## src/hw/seq_pkg.sv

```systemverilog
// constants, state codes and register map of the buck start-up and protection sequencer
// assumes a 125 MHz system clock and a plain register port with byte offsets
//
// Notes on behaviour
// - a valid high on the enable pin starts the start-up sequence from off.
// - soft-start ramp lasts 512 switching clock cycles, scaling with switching rate.
// - bootstrap pre-charge runs only after an enable rising edge, before soft-start.
// - pre-charge toggles lower gate at 1.5 MHz, 50% duty, for 64 cycles.
// - undervoltage ignored until quarter of the ramp is done; earlier clearing is harmless.
// - undervoltage from the quarter point to ramp end aborts, waits 512 cycles, restarts soft-start.
// - with a pre-charged output both gate drives stay undriven, high impedance.
// - output above overvoltage threshold in soft-start or run turns the lower switch on until nominal.
// - continuous conduction only; both switches never idle within a normal period.
// - off time below minimum gives high-duty skipping, whole off interval omitted.
// - on time below minimum gives low-duty skipping, whole on pulse omitted.
// - upper gate only with enough boot charge; otherwise lower switch recharges it.
// - overcurrent while upper switch conducts ends the on pulse at once.
// - switching clock from resistor rate 100-700 kHz or external 350-700 kHz.
// - upper gate minimum on and off times of 100 ns bound pulse skipping.

package seq_pkg;

	// ----------------------------------------
	// clock and timing
	// ----------------------------------------
	localparam int CLK_KHZ     = 125000;
	localparam int MIN_ON_NS   = 100;
	localparam int MIN_OFF_NS  = 100;
	localparam int DEAD_NS     = 24;
	localparam int PC_KHZ      = 1500;
	localparam int SYNC_MIN_KHZ = 350;
	localparam int SYNC_MAX_KHZ = 700;
	localparam int RES_MIN_KHZ = 100;
	localparam int RES_DEF_KHZ = 500;

	localparam int PER_W = 11;
	localparam logic [PER_W-1:0] MIN_ON_CYC  = PER_W'((MIN_ON_NS * CLK_KHZ + 999999) / 1000000);
	localparam logic [PER_W-1:0] MIN_OFF_CYC = PER_W'((MIN_OFF_NS * CLK_KHZ + 999999) / 1000000);
	localparam logic [2:0]       DEAD_CYC    = 3'((DEAD_NS * CLK_KHZ + 999999) / 1000000);
	localparam logic [PER_W-1:0] PER_MIN     = PER_W'(CLK_KHZ / SYNC_MAX_KHZ);
	localparam logic [PER_W-1:0] PER_MAX_EXT = PER_W'(CLK_KHZ / SYNC_MIN_KHZ);
	localparam logic [PER_W-1:0] PER_MAX_RES = PER_W'(CLK_KHZ / RES_MIN_KHZ);
	localparam logic [PER_W-1:0] PER_RESET   = PER_W'(CLK_KHZ / RES_DEF_KHZ);

	localparam logic [6:0] PC_PERIOD = 7'(CLK_KHZ / PC_KHZ);
	localparam logic [6:0] PC_HALF   = 7'(CLK_KHZ / PC_KHZ / 2);
	localparam logic [6:0] PC_PULSES = 7'h40;

	localparam int SS_W = 10;
	localparam logic [SS_W-1:0] SS_LAST    = 10'h1FF;
	localparam logic [SS_W-1:0] SS_QUARTER = 10'h080;
	localparam logic [SS_W-1:0] RETRY_LAST = 10'h1FF;
	localparam int SS_SHIFT = 9;

	// ----------------------------------------
	// synchronised inputs
	// ----------------------------------------
	localparam int IN_W    = 8;
	localparam int IN_EN   = 0;
	localparam int IN_SRC  = 1;
	localparam int IN_MODE = 2;
	localparam int IN_UV   = 3;
	localparam int IN_OV   = 4;
	localparam int IN_BOOT = 5;
	localparam int IN_OC   = 6;
	localparam int IN_PRE  = 7;

	// ----------------------------------------
	// sequencer states
	// ----------------------------------------
	typedef enum logic [2:0] {
		ST_OFF       = 3'b000,
		ST_PRECHARGE = 3'b001,
		ST_SOFTSTART = 3'b010,
		ST_RUN       = 3'b011,
		ST_RETRY     = 3'b100,
		ST_HIZ       = 3'b101
	} state_e;

	// ----------------------------------------
	// registers and events
	// ----------------------------------------
	localparam int ADDR_W = 8;
	localparam logic [ADDR_W-1:0] REG_DUTY   = 8'h00;
	localparam logic [ADDR_W-1:0] REG_PERIOD = 8'h04;
	localparam logic [ADDR_W-1:0] REG_STATUS = 8'h08;
	localparam logic [ADDR_W-1:0] REG_IRQ    = 8'h0C;
	localparam logic [ADDR_W-1:0] REG_MASK   = 8'h10;
	localparam logic [PER_W-1:0]  DUTY_RESET = 11'h000;

	localparam int EV_W       = 6;
	localparam int EV_UV      = 0;
	localparam int EV_OC      = 1;
	localparam int EV_OV      = 2;
	localparam int EV_BOOT    = 3;
	localparam int EV_SS_DONE = 4;
	localparam int EV_FREQ    = 5;

endpackage

```

## src/hw/sync_bank.sv

```systemverilog
// two-flop synchroniser bank for asynchronous input pins
// assumes one clock; the first stage is read only by the second

`timescale 1ns/10ps
`default_nettype none

module sync_bank #(
	parameter int W = 1
) (
	input  wire logic         clk,
	input  wire logic         rst_n,
	input  wire logic [W-1:0] d,
	output logic      [W-1:0] q
);

	logic [W-1:0] meta;

	always_ff @(posedge clk or negedge rst_n) begin
		if (!rst_n) begin
			meta <= '0;
			q    <= '0;
		end else begin
			meta <= d;
			q    <= meta;
		end
	end

endmodule // sync_bank

`default_nettype wire

```

## src/hw/buck_softstart_protection_seq.sv

```systemverilog
// start-up, soft-start and protection sequencer driving external high and low side switches
// assumes comparator levels arrive asynchronously and a plain register port on clk

`timescale 1ns/10ps
`default_nettype none

module buck_softstart_protection_seq (
	input  wire logic                       clk,
	input  wire logic                       rst_n,
	input  wire logic                       enable_pin,
	input  wire logic                       clock_source_pin,
	input  wire logic                       resistor_set_rate_mode,
	input  wire logic                       undervoltage_fault,
	input  wire logic                       output_monitor_pin,
	input  wire logic                       boot_cap_pin,
	input  wire logic                       overcurrent_trip,
	input  wire logic                       output_precharged,
	input  wire logic [seq_pkg::ADDR_W-1:0] reg_addr,
	input  wire logic [31:0]                reg_wdata,
	input  wire logic                       reg_wr,
	input  wire logic                       reg_rd,
	output logic      [31:0]                reg_rdata,
	output logic                            upper_gate,
	output logic                            upper_gate_oe,
	output logic                            lower_gate,
	output logic                            lower_gate_oe,
	output logic                            irq
);
	import seq_pkg::*;

	// ----------------------------------------
	// helpers
	// ----------------------------------------
	function automatic logic [PER_W-1:0] clamp_per(input logic [PER_W-1:0] v,
		input logic [PER_W-1:0] lo, input logic [PER_W-1:0] hi);
		if (v < lo)
			return lo;
		else if (v > hi)
			return hi;
		else
			return v;
	endfunction

	function automatic logic [PER_W-1:0] min_per(input logic [PER_W-1:0] a,
		input logic [PER_W-1:0] b);
		return (a < b) ? a : b;
	endfunction

	// ----------------------------------------
	// input synchronisation
	// ----------------------------------------
	logic [IN_W-1:0] pin_raw;
	logic [IN_W-1:0] pin;

	assign pin_raw = {output_precharged, overcurrent_trip, boot_cap_pin, output_monitor_pin,
		undervoltage_fault, resistor_set_rate_mode, clock_source_pin, enable_pin};

	sync_bank #(.W(IN_W)) u_sync (
		.clk   (clk),
		.rst_n (rst_n),
		.d     (pin_raw),
		.q     (pin)
	);

	logic en_s;
	logic src_s;
	logic mode_res;
	logic uv_s;
	logic ov_s;
	logic boot_ok;
	logic oc_s;
	logic pre_s;

	assign en_s     = pin[IN_EN];
	assign src_s    = pin[IN_SRC];
	assign mode_res = pin[IN_MODE];
	assign uv_s     = pin[IN_UV];
	assign ov_s     = pin[IN_OV];
	assign boot_ok  = pin[IN_BOOT];
	assign oc_s     = pin[IN_OC];
	assign pre_s    = pin[IN_PRE];

	logic en_q;
	logic src_q;
	logic ov_q;

	always_ff @(posedge clk or negedge rst_n) begin
		if (!rst_n) begin
			en_q  <= 1'b0;
			src_q <= 1'b0;
			ov_q  <= 1'b0;
		end else begin
			en_q  <= en_s;
			src_q <= src_s;
			ov_q  <= ov_s;
		end
	end

	// ----------------------------------------
	// registers written by software
	// ----------------------------------------
	logic [PER_W-1:0] duty_reg;
	logic [PER_W-1:0] period_reg;
	logic [EV_W-1:0]  irq_mask;

	always_ff @(posedge clk or negedge rst_n) begin
		if (!rst_n) begin
			duty_reg   <= DUTY_RESET;
			period_reg <= PER_RESET;
			irq_mask   <= '0;
		end else if (reg_wr) begin
			if (reg_addr == REG_DUTY)
				duty_reg <= reg_wdata[PER_W-1:0];
			if (reg_addr == REG_PERIOD)
				period_reg <= reg_wdata[PER_W-1:0];
			if (reg_addr == REG_MASK)
				irq_mask <= reg_wdata[EV_W-1:0];
		end
	end

	// ----------------------------------------
	// switching clock source
	// ----------------------------------------
	logic [PER_W-1:0] res_period;
	logic [PER_W-1:0] div_cnt;
	logic [PER_W-1:0] ext_cnt;
	logic [PER_W-1:0] period_len;
	logic             sw_tick;
	logic             freq_err;

	assign res_period = clamp_per(period_reg, PER_MIN, PER_MAX_RES);

	always_ff @(posedge clk or negedge rst_n) begin
		if (!rst_n) begin
			div_cnt    <= '0;
			ext_cnt    <= '0;
			period_len <= PER_RESET;
			sw_tick    <= 1'b0;
			freq_err   <= 1'b0;
		end else begin
			sw_tick  <= 1'b0;
			freq_err <= 1'b0;
			if (mode_res) begin
				ext_cnt <= '0;
				if (div_cnt >= res_period - 11'h001) begin
					div_cnt    <= '0;
					sw_tick    <= 1'b1;
					period_len <= res_period;
				end else begin
					div_cnt <= div_cnt + 11'h001;
				end
			end else begin
				div_cnt <= '0;
				if (src_s && !src_q) begin
					ext_cnt <= 11'h001;
					if (ext_cnt >= PER_MIN && ext_cnt <= PER_MAX_EXT) begin
						sw_tick    <= 1'b1;
						period_len <= ext_cnt;
					end else if (ext_cnt != '0) begin
						freq_err <= 1'b1;
					end
				end else if (ext_cnt != '1 && ext_cnt != '0) begin
					ext_cnt <= ext_cnt + 11'h001;
				end
			end
		end
	end

	// ----------------------------------------
	// start-up sequencer
	// ----------------------------------------
	state_e          state;
	logic [6:0]      pc_cnt;
	logic [6:0]      pc_pulses;
	logic [SS_W-1:0] ss_cnt;
	logic [SS_W-1:0] retry_cnt;
	logic            ev_uv;
	logic            ev_ss_done;
	logic            quarter_ramp_done;
	logic            active;

	assign quarter_ramp_done = (state == ST_SOFTSTART) && (ss_cnt >= SS_QUARTER);
	assign active = (state == ST_SOFTSTART) || (state == ST_RUN);

	always_ff @(posedge clk or negedge rst_n) begin
		if (!rst_n) begin
			state      <= ST_OFF;
			pc_cnt     <= '0;
			pc_pulses  <= '0;
			ss_cnt     <= '0;
			retry_cnt  <= '0;
			ev_uv      <= 1'b0;
			ev_ss_done <= 1'b0;
		end else begin
			ev_uv      <= 1'b0;
			ev_ss_done <= 1'b0;
			if (!en_s) begin
				state     <= ST_OFF;
				pc_cnt    <= '0;
				pc_pulses <= '0;
				ss_cnt    <= '0;
				retry_cnt <= '0;
			end else begin
				unique case (state)
					ST_OFF: begin
						if (!en_q) begin
							pc_cnt    <= '0;
							pc_pulses <= '0;
							state     <= pre_s ? ST_HIZ : ST_PRECHARGE;
						end
					end
					ST_HIZ: begin
						if (!pre_s) begin
							ss_cnt <= '0;
							state  <= ST_SOFTSTART;
						end
					end
					ST_PRECHARGE: begin
						if (pc_cnt == PC_PERIOD - 7'h01) begin
							pc_cnt <= '0;
							if (pc_pulses == PC_PULSES - 7'h01) begin
								ss_cnt <= '0;
								state  <= ST_SOFTSTART;
							end else begin
								pc_pulses <= pc_pulses + 7'h01;
							end
						end else begin
							pc_cnt <= pc_cnt + 7'h01;
						end
					end
					ST_SOFTSTART: begin
						if (quarter_ramp_done && uv_s) begin
							retry_cnt <= '0;
							ev_uv     <= 1'b1;
							state     <= ST_RETRY;
						end else if (sw_tick) begin
							if (ss_cnt == SS_LAST) begin
								ev_ss_done <= 1'b1;
								state      <= ST_RUN;
							end else begin
								ss_cnt <= ss_cnt + 10'h001;
							end
						end
					end
					ST_RETRY: begin
						if (sw_tick) begin
							if (retry_cnt == RETRY_LAST) begin
								ss_cnt <= '0;
								state  <= ST_SOFTSTART;
							end else begin
								retry_cnt <= retry_cnt + 10'h001;
							end
						end
					end
					ST_RUN: begin
						state <= ST_RUN;
					end
					default: begin
						state <= ST_OFF;
					end
				endcase
			end
		end
	end

	// ----------------------------------------
	// pulse width and skipping
	// ----------------------------------------
	logic [PER_W-1:0]      ph;
	logic [PER_W-1:0]      on_cyc;
	logic [PER_W-1:0]      on_req;
	logic [PER_W+SS_W-1:0] ramp_prod;
	logic [PER_W-1:0]      ramp_lim;
	logic                  lo_skip;
	logic                  hi_skip;
	logic                  oc_cut;
	logic                  ev_oc;
	logic                  pwm_hs;

	assign ramp_prod = period_len * (ss_cnt + 10'h001);
	assign ramp_lim  = (state == ST_RUN) ? period_len : PER_W'(ramp_prod >> SS_SHIFT);
	assign on_req    = min_per(duty_reg, ramp_lim);
	assign pwm_hs    = active && (ph < on_cyc) && !oc_cut;

	always_ff @(posedge clk or negedge rst_n) begin
		if (!rst_n) begin
			ph      <= '0;
			on_cyc  <= '0;
			lo_skip <= 1'b0;
			hi_skip <= 1'b0;
			oc_cut  <= 1'b0;
			ev_oc   <= 1'b0;
		end else begin
			ev_oc <= 1'b0;
			if (sw_tick) begin
				ph     <= '0;
				oc_cut <= 1'b0;
				if (on_req < MIN_ON_CYC) begin
					on_cyc  <= '0;
					lo_skip <= 1'b1;
					hi_skip <= 1'b0;
				end else if (period_len - on_req < MIN_OFF_CYC) begin
					on_cyc  <= '1;
					lo_skip <= 1'b0;
					hi_skip <= 1'b1;
				end else begin
					on_cyc  <= on_req;
					lo_skip <= 1'b0;
					hi_skip <= 1'b0;
				end
			end else if (ph != '1) begin
				ph <= ph + 11'h001;
			end
			if (upper_gate && oc_s && !oc_cut) begin
				oc_cut <= 1'b1;
				ev_oc  <= 1'b1;
			end
		end
	end

	// ----------------------------------------
	// gate drive with non-overlap
	// ----------------------------------------
	logic       want_hs;
	logic       want_ls;
	logic [2:0] dead;

	assign want_hs = pwm_hs && boot_ok && !ov_s;
	assign want_ls = (state == ST_PRECHARGE) ? (pc_cnt < PC_HALF) :
		(active && !want_hs);

	always_ff @(posedge clk or negedge rst_n) begin
		if (!rst_n) begin
			upper_gate    <= 1'b0;
			lower_gate    <= 1'b0;
			upper_gate_oe <= 1'b1;
			lower_gate_oe <= 1'b1;
			dead          <= '0;
		end else begin
			upper_gate_oe <= (state != ST_HIZ);
			lower_gate_oe <= (state != ST_HIZ);
			if (upper_gate && !want_hs) begin
				upper_gate <= 1'b0;
				dead       <= DEAD_CYC;
			end else if (lower_gate && !want_ls) begin
				lower_gate <= 1'b0;
				dead       <= DEAD_CYC;
			end else if (dead != '0) begin
				dead <= dead - 3'h1;
			end else if (want_hs && !lower_gate) begin
				upper_gate <= 1'b1;
			end else if (want_ls && !upper_gate) begin
				lower_gate <= 1'b1;
			end
		end
	end

	// ----------------------------------------
	// interrupt status
	// ----------------------------------------
	logic [EV_W-1:0] events;
	logic [EV_W-1:0] irq_stat;
	logic [EV_W-1:0] irq_clr;

	always_comb begin
		events             = '0;
		events[EV_UV]      = ev_uv;
		events[EV_OC]      = ev_oc;
		events[EV_OV]      = active && ov_s && !ov_q;
		events[EV_BOOT]    = sw_tick && active && !boot_ok;
		events[EV_SS_DONE] = ev_ss_done;
		events[EV_FREQ]    = freq_err;
	end

	assign irq_clr = (reg_wr && reg_addr == REG_IRQ) ? reg_wdata[EV_W-1:0] : '0;

	always_ff @(posedge clk or negedge rst_n) begin
		if (!rst_n) begin
			irq_stat <= '0;
			irq      <= 1'b0;
		end else begin
			irq_stat <= (irq_stat & ~irq_clr) | events;
			irq      <= |(((irq_stat & ~irq_clr) | events) & irq_mask);
		end
	end

	// ----------------------------------------
	// register read
	// ----------------------------------------
	logic [31:0] status_word;

	assign status_word = 32'({period_len, ss_cnt, mode_res, boot_ok, oc_cut, hi_skip, lo_skip,
		quarter_ramp_done, state});

	always_ff @(posedge clk or negedge rst_n) begin
		if (!rst_n) begin
			reg_rdata <= '0;
		end else if (reg_rd) begin
			unique case (reg_addr)
				REG_DUTY:   reg_rdata <= 32'(duty_reg);
				REG_PERIOD: reg_rdata <= 32'(period_reg);
				REG_STATUS: reg_rdata <= status_word;
				REG_IRQ:    reg_rdata <= 32'(irq_stat);
				REG_MASK:   reg_rdata <= 32'(irq_mask);
				default:    reg_rdata <= '0;
			endcase
		end else begin
			reg_rdata <= '0;
		end
	end

endmodule // buck_softstart_protection_seq

`default_nettype wire

```

## config.mk

```make
export PLATFORM = sky130hd
export DESIGN_NAME = buck_softstart_protection_seq
export DESIGN_NICKNAME = d
export VERILOG_FILES = /design/src/hw/seq_pkg.sv /design/src/hw/sync_bank.sv /design/src/hw/buck_softstart_protection_seq.sv
export SDC_FILE = /design/constraint.sdc
export NUM_CORES = 1
export LEC_CHECK = 0
export ABC_AREA = 1
export BUFFER_PORTS_ARGS = -buffer_cell sky130_fd_sc_hd__buf_2
export CORE_ASPECT_RATIO = 1.75
export CORE_MARGIN = 2
export CORE_UTILIZATION = 62
export DETAILED_ROUTE_END_ITERATION = 10
export PLACE_DENSITY = 0.8
export SYNTH_ARGS = -nofsm -noshare
export SYNTH_HDL_FRONTEND = slang
export SYNTH_SLANG_ARGS = --single-unit
export TNS_END_PERCENT = 5
```

## constraint.sdc

```tcl
create_clock -name clk -period 10.61 [get_ports clk]
set_input_delay 2.122 -clock clk [delete_from_list [all_inputs] [get_ports clk]]
set_output_delay 2.122 -clock clk [all_outputs]
set_load 0.03 [all_outputs]
```

# [Yosys cells after proc, flatten, opt, wreduce, memory -nomap -nowiden]
# Index checks and enable logic that the tools add are counted.
# W data, S select, Z words.
[totals] ff_bits=192 out_inout_bits=37
[op_classes] addsub=11 n_mul=1 magnitude_cmp=11 eq_ne=38 muxes=89 n_bitwise=5 n_reduce_logical=55
[ops] op="$mux W11" count=17
[ops] op="$pmux W30 S5" count=1
[ops] op="$mux W10" count=13
[ops] op="$ne A3 B3 Y1 const B" count=15
[ops] op="$mux W3" count=14
[ops] op="$mux W7" count=6
[ops] op="$pmux W10 S4" count=1
[ops] op="$add A11 B1 Y11 const B" count=3
[ops] op="$mux W32" count=1
[ops] op="$mux W1" count=31
[ops] op="$pmux W7 S2" count=2
[ops] op="$lt A11 B11 Y1" count=2
[ops] op="$lt A11 B4 Y1 const B" count=2
[ops] op="$ne A11 B11 Y1 const B" count=2
[ops] op="$logic_and A1 B1 Y1" count=21
[ops] op="$add A10 B1 Y10 const B" count=2
[ops] op="$eq A10 B9 Y1 const B" count=2
[ops] op="$mul A11 B11 Y20" count=1
[ops] op="$pmux W10 S2" count=1
[ops] op="$pmux W3 S6" count=1
[ops] op="$eq A8 B4 Y1 const B" count=2
[ops] op="$add A7 B1 Y7 const B" count=2
[ops] op="$and A6 B6 Y6" count=2
[ops] op="$reduce_and A4 Y1" count=3
[ops] op="other kinds (37)" count=63

# [Depth between registers and ports, before layout]
[logic_depth] depth_word=14 mapped_depth=58

# [By module]
# From an unflattened synthesis, not the netlist that was laid out.
[hier_totals] hier_cells=1832 area_unflattened_um2=14363.8
[modules_own_cells] module="buck_softstart_protection_seq" n_inst=1 cells_per_inst=1816 area_each_um2=13963.4 seq_area_each_um2=4370.4
[modules_own_cells] module="sync_bank" n_inst=1 cells_per_inst=16 area_each_um2=400.4 seq_area_each_um2=400.4

# [Worst setup path before layout]
# OpenSTA, ideal clock, no wires.
[synth_timing] path_kind="register -> register" start="register ss_cnt[0]" end="register on_cyc[10]" t_arrival_ns=8.202 required_ns=10.544 path_slack_ns=2.342 stages_incl_launch_ff=54 path_cell_list="dfrtp_1 buf_4 inv_2 nor3_2 nand4_1 nor2_1 nand2_1 o21ai_1 nand2_1 inv_1 nand2_1 fa_1 fa_1 inv_1 fa_1 fa_1 inv_1 fa_1 [... 18 more ...] or2_1 o21ai_0 inv_1 ha_1 nand2_1 nor2_1 a211oi_1 inv_1 a21oi_1 nand2_1 and2_1 xor2_1 nor2_1 nand2_1 nor2_1 nand3_2 buf_6 nand2_1"
[synth_via] elab_chain_cells=9 word_cells_on_any_way=10 cone_classes="2 x add/sub; 1 x mul; 3 x order compare; 4 x mux"
[synth_rtl] element="start, declared" line="buck_softstart_protection_seq.sv:175" source="logic [SS_W-1:0] ss_cnt;"
[synth_rtl] element="start signal, assigned" line="buck_softstart_protection_seq.sv:241" source="ss_cnt <= ss_cnt + 10'h001;"
[synth_rtl] element="$add A10 B1 Y11 (*)" line="buck_softstart_protection_seq.sv:280" source="assign ramp_prod = period_len * (ss_cnt + 10'h001);"
[synth_rtl] element="$mul A11 B11 Y20 (*)" line="buck_softstart_protection_seq.sv:280"
[synth_rtl] element="$mux W11 (*)" line="buck_softstart_protection_seq.sv:281" source="assign ramp_lim = (state == ST_RUN) ? period_len : PER_W'(ramp_prod >> SS_SHIFT);"
[synth_rtl] element="$lt A11 B11 Y1" line="buck_softstart_protection_seq.sv:46" source="return (a < b) ? a : b;"
[synth_rtl] element="$mux W11 (*)" line="buck_softstart_protection_seq.sv:46"
[synth_rtl] element="$sub A11 B11 Y11" line="buck_softstart_protection_seq.sv:302" source="end else if (period_len - on_req < MIN_OFF_CYC) begin"
[synth_rtl] element="$lt A11 B4 Y1" line="buck_softstart_protection_seq.sv:302"
[synth_rtl] element="$mux W11" line="buck_softstart_protection_seq.sv:302"
[synth_rtl] element="$mux W11 (*)" line="buck_softstart_protection_seq.sv:298" source="if (on_req < MIN_ON_CYC) begin"
[synth_rtl] element="end signal, assigned" line="buck_softstart_protection_seq.sv:307" source="on_cyc <= on_req;"
[synth_rtl] element="end, declared" line="buck_softstart_protection_seq.sv:270" source="logic [PER_W-1:0] on_cyc;"
# Mark *: on every way between the ends. The rest lies on a longest branch, timed or not.
# A chain may end at the register's enable or synchronous reset.

# [Worst setup path after layout]
[layout_timing] start="register ss_cnt[0]" end="register hi_skip"
[layout_via] elab_chain_cells=9 word_cells_on_any_way=10 cone_classes="2 x add/sub; 1 x mul; 3 x order compare; 4 x mux"
[layout_rtl] element="$add A10 B1 Y11 (*)" line="buck_softstart_protection_seq.sv:280"
[layout_rtl] element="$mul A11 B11 Y20 (*)" line="buck_softstart_protection_seq.sv:280"
[layout_rtl] element="$mux W11 (*)" line="buck_softstart_protection_seq.sv:281"
[layout_rtl] element="$lt A11 B11 Y1" line="buck_softstart_protection_seq.sv:46"
[layout_rtl] element="$mux W11 (*)" line="buck_softstart_protection_seq.sv:46"
[layout_rtl] element="$sub A11 B11 Y11" line="buck_softstart_protection_seq.sv:302"
[layout_rtl] element="$lt A11 B4 Y1" line="buck_softstart_protection_seq.sv:302"
[layout_rtl] element="$mux W1" line="buck_softstart_protection_seq.sv:302"
[layout_rtl] element="$mux W1 (*)" line="buck_softstart_protection_seq.sv:298"
[layout_rtl] element="end signal, assigned" line="buck_softstart_protection_seq.sv:301" source="hi_skip <= 1'b0;"
[layout_rtl] element="end signal, assigned" line="buck_softstart_protection_seq.sv:305" source="hi_skip <= 1'b1;"
[layout_rtl] element="end signal, assigned" line="buck_softstart_protection_seq.sv:309" source="hi_skip <= 1'b0;"
[layout_rtl] element="end, declared" line="buck_softstart_protection_seq.sv:275" source="logic hi_skip;"
# Marked as above.

==> impl_metrics.env <==
export IMPL_status="finished, final reports clean"
export IMPL_drc_errors=0
export IMPL_nFillCells=1982
export IMPL_overflow=0
export IMPL_cts_buffers=17
export IMPL_r2r_cells=51
export IMPL_arrival_ns=10.26
export IMPL_p_leak_nw=7.770
export IMPL_worstPathBufferInverterCount=8
export IMPL_hold_start="u_sync.meta[6]"
export IMPL_powerDensity_nw_per_um2=144.7
export IMPL_path_delay_family="adder cells"
export IMPL_coreArea_um2=22650
export IMPL_cts_hold_buf=0
export IMPL_tightest_slew_ns=1.131
export IMPL_setup_ws_ns=0.7337
export IMPL_synth_seq_area_share=0.3359
export IMPL_drt_initial_drc_count=819
export IMPL_ys_warn_count=0
export IMPL_max_stage_delay_ns=0.55
export IMPL_synth_avg_cell_area_um2=7.728
export IMPL_fmax_ghz=0.1013
export IMPL_num_io_pins=89
export IMPL_synth_cells=1838
export IMPL_fin_setup_tns_ns=0
export IMPL_min_path_type="reg2reg"
export IMPL_r2r_slack_ns=0.73
export IMPL_dp_slack_ns=0.7257
export IMPL_fin_skew_ns=0.009517
export IMPL_clkPwrFrac=0.276
export IMPL_fin_nets=2117
export IMPL_ys_types=58
export IMPL_worstPathRequired_ns=10.99
export IMPL_grt_pass1_vias=12820
export IMPL_whs_ns=0.3490
export IMPL_synth_seq_cells=190
export IMPL_root_buffer="clkbuf_16"
export IMPL_clk_latency_ns=0.45
export IMPL_via_per_inst=5.626
export IMPL_grt_max_degree=74
export IMPL_clk_pin_slew_worst_paths_ns=0.07
export IMPL_die_w_um=118.4
export IMPL_io_buffers=65
export IMPL_antenna_found_initial=1
export IMPL_hold_viol_final=0
export IMPL_worst_setup_path_start_kind="flop"
export IMPL_start_util=0.6271
export IMPL_seqPwrFrac=0.389
export IMPL_ant_nets=0
export IMPL_grt_pass1_wl_mm=60.92
export IMPL_swShare=0.3881
export IMPL_netlist_area_um2=14200
export IMPL_track_usage=0.3220
export IMPL_p_sw_w=0.0008620
export IMPL_largest_register_ffs=30
export IMPL_critPathCaptureType="flop"
export IMPL_cts_sinks=190
export IMPL_area_growth_pct=8.069
export IMPL_die_height_um=204.2
export IMPL_gp_congestion=0.9804
export IMPL_slowest_stage="dfrtp_2"
export IMPL_setup_viol=0
export IMPL_fp_row_count=73
export IMPL_fin_crit_ns=9.876
export IMPL_grt_setup_unrepaired="no"
export IMPL_post_route_period_util=0.9308
export IMPL_die_area_um2=24190
export IMPL_drive_gt1_frac=0.07886
export IMPL_firstDrtPassIters=6
export IMPL_ir_drop_uv=164.2
export IMPL_slew_viol_final=0
export IMPL_cts_setup_buffers=0
export IMPL_top_register="reg_rdata"
export IMPL_p_int_w=0.001359
export IMPL_finalWirelength_mm=37.00
export IMPL_reg2reg_from="ss_cnt[0]"
export IMPL_clockBufferDepth=2
export IMPL_dp_cells=2170
export IMPL_whs_path_depth=0
export IMPL_min_to="u_sync.q[6]"
export IMPL_yosysTopAreaCell="dfrtp_1"
export IMPL_vias=12390
export IMPL_path_max_fanout=15
export IMPL_crit_type="reg2reg"
export IMPL_synth_ff_type="dfrtp_1"
export IMPL_combinationalPowerShare=0.335
export IMPL_htreeDepth=4
export IMPL_cpMostUsedCell="nand2_1"
export IMPL_maxCapViolCount=0
export IMPL_synthArstFlopShare=1.000
export IMPL_synthDominantCellAreaShare=0.3118
export IMPL_hpwlAfterDp_mm=29.17
export IMPL_relSlewSlack=0.2381
export IMPL_synth_area_leaders="dfrtp_1, fa_1, nand2_1"
export IMPL_synth_edf_count=0
export IMPL_r2r_end="hi_skip"
export IMPL_wl_per_cell_um=16.79
export IMPL_cts_tree="yes"
export IMPL_layout_cells_non_filler=2203
-- how the worst max path moves through the flow --
| stage | endpoint | depth (start not counted) | slack (ns) | start |
|---|---|---|---|---|
| 6_report | hi_skip | 51 | 0.73 | ss_cnt[0] |
| 5_1_grt | on_cyc[7] | 52 | 0.06 | ss_cnt[0] |
| 4_1_cts | on_cyc[7] | 51 | 0.66 | ss_cnt[0] |
| 3_5_place_dp | hi_skip | 51 | 0.73 | ss_cnt[0] |
| 3_3_place_gp | on_cyc[10] | 51 | 0.87 | ss_cnt[0] |
| 2_1_floorplan | on_cyc[10] | 53 | 2.34 | ss_cnt[0] |
-- routing by layer --
metal | global-route usage | vias to the layer above | part of all wire | wire [µm]
met5 | 0 | - | 0 | 0
met4 | 0.2283 | 0 | 0.071 | 2639
met3 | 0.04967 | 149 | 0.055 | 2029
met2 | 0.5818 | 444 | 0.51 | 19000
met1 | 0.3392 | 5831 | 0.36 | 13330
li1 | - | 5970 | - | -
-- synthesized netlist by cell type, drive strengths merged (13+ instances only) --
cell type / instances
a31oi: 16
fa: 79
ha: 97
dfrtp: 177
dfstp: 13
a211oi: 14
nand4: 21
clkbuf: 31
nand2: 394
nor2: 174
nand3: 101
nor3: 37
inv: 355
o21ai: 131
a21oi: 78
-- cells in the final DEF, fill, tap and decap left out, drive strengths merged, types with 12 or more instances in the layout --
| cell type | n |
|---|---|
| nand2 | 394 |
| inv | 355 |
| dfrtp | 177 |
| nor2 | 174 |
| o21ai | 131 |
| nand3 | 101 |
| ha | 97 |
| fa | 79 |
| a21oi | 78 |
| buf | 70 |
| nor3 | 37 |
| clkbuf | 23 |
| nand4 | 21 |
| clkinv | 17 |
| a31oi | 16 |
| a211oi | 14 |
| dfstp | 13 |
| xor2 | 12 |
-- power groups by stage --
stage | logic, W | clock network [W] | registers [W]
final | 0.000743 | 0.000614 | 0.000864
after detailed placement | 0.000735 | 0 | 0.000872
after global placement | 0.000708 | 0 | 0.000870
after CTS | 0.000740 | 0.000624 | 0.000860
after global routing | 0.000847 | 0.000652 | 0.000870
after floorplan | 0.000574 | 0 | 0.000836
-- timing repair --
action                                  in CTS  in global routing
resized for setup                            0                  1
endpoints found under the setup margin       0                 12
hold endpoints to repair                     0                  0
-- kinds of logic after synthesis --
group,after synthesis,synth area share
AND/OR/NAND/NOR,755,0.2274
AO/OA/AOI/OAI,293,0.1186
buffers and inverters,404,0.1093
flip-flops,190,0.3359
adder cells (fa/ha/maj),176,0.1968
XOR/XNOR,19,0.01171
other,1,0.0002640
-- metrics by stage --
step,power [W],utilization,area [µm²]
after global routing,0.002369,0.6776,15350
after CTS,0.002223,0.6775,15350
after floorplan,0.001410,-,14210
after detailed placement,0.001607,0.6527,14780
final,0.002221,0.6777,15350
after global placement,0.001578,0.6527,14780
-- final cells by class --
class	count	area [µm²]	area share
Clock inverter	10	88.84	0.005787
Multi-Input combinational cell	1245	7893	0.5141
Timing Repair Buffer	71	379.1	0.02470
Inverter	364	1366	0.08900
Sequential cell	190	4772	0.3109
Antenna cell	1	2.502	0.0001630
Tap cell	300	375.4	0.02445
Clock buffer	22	474.2	0.03089
Note: power is estimated with default switching activity, not from simulation.
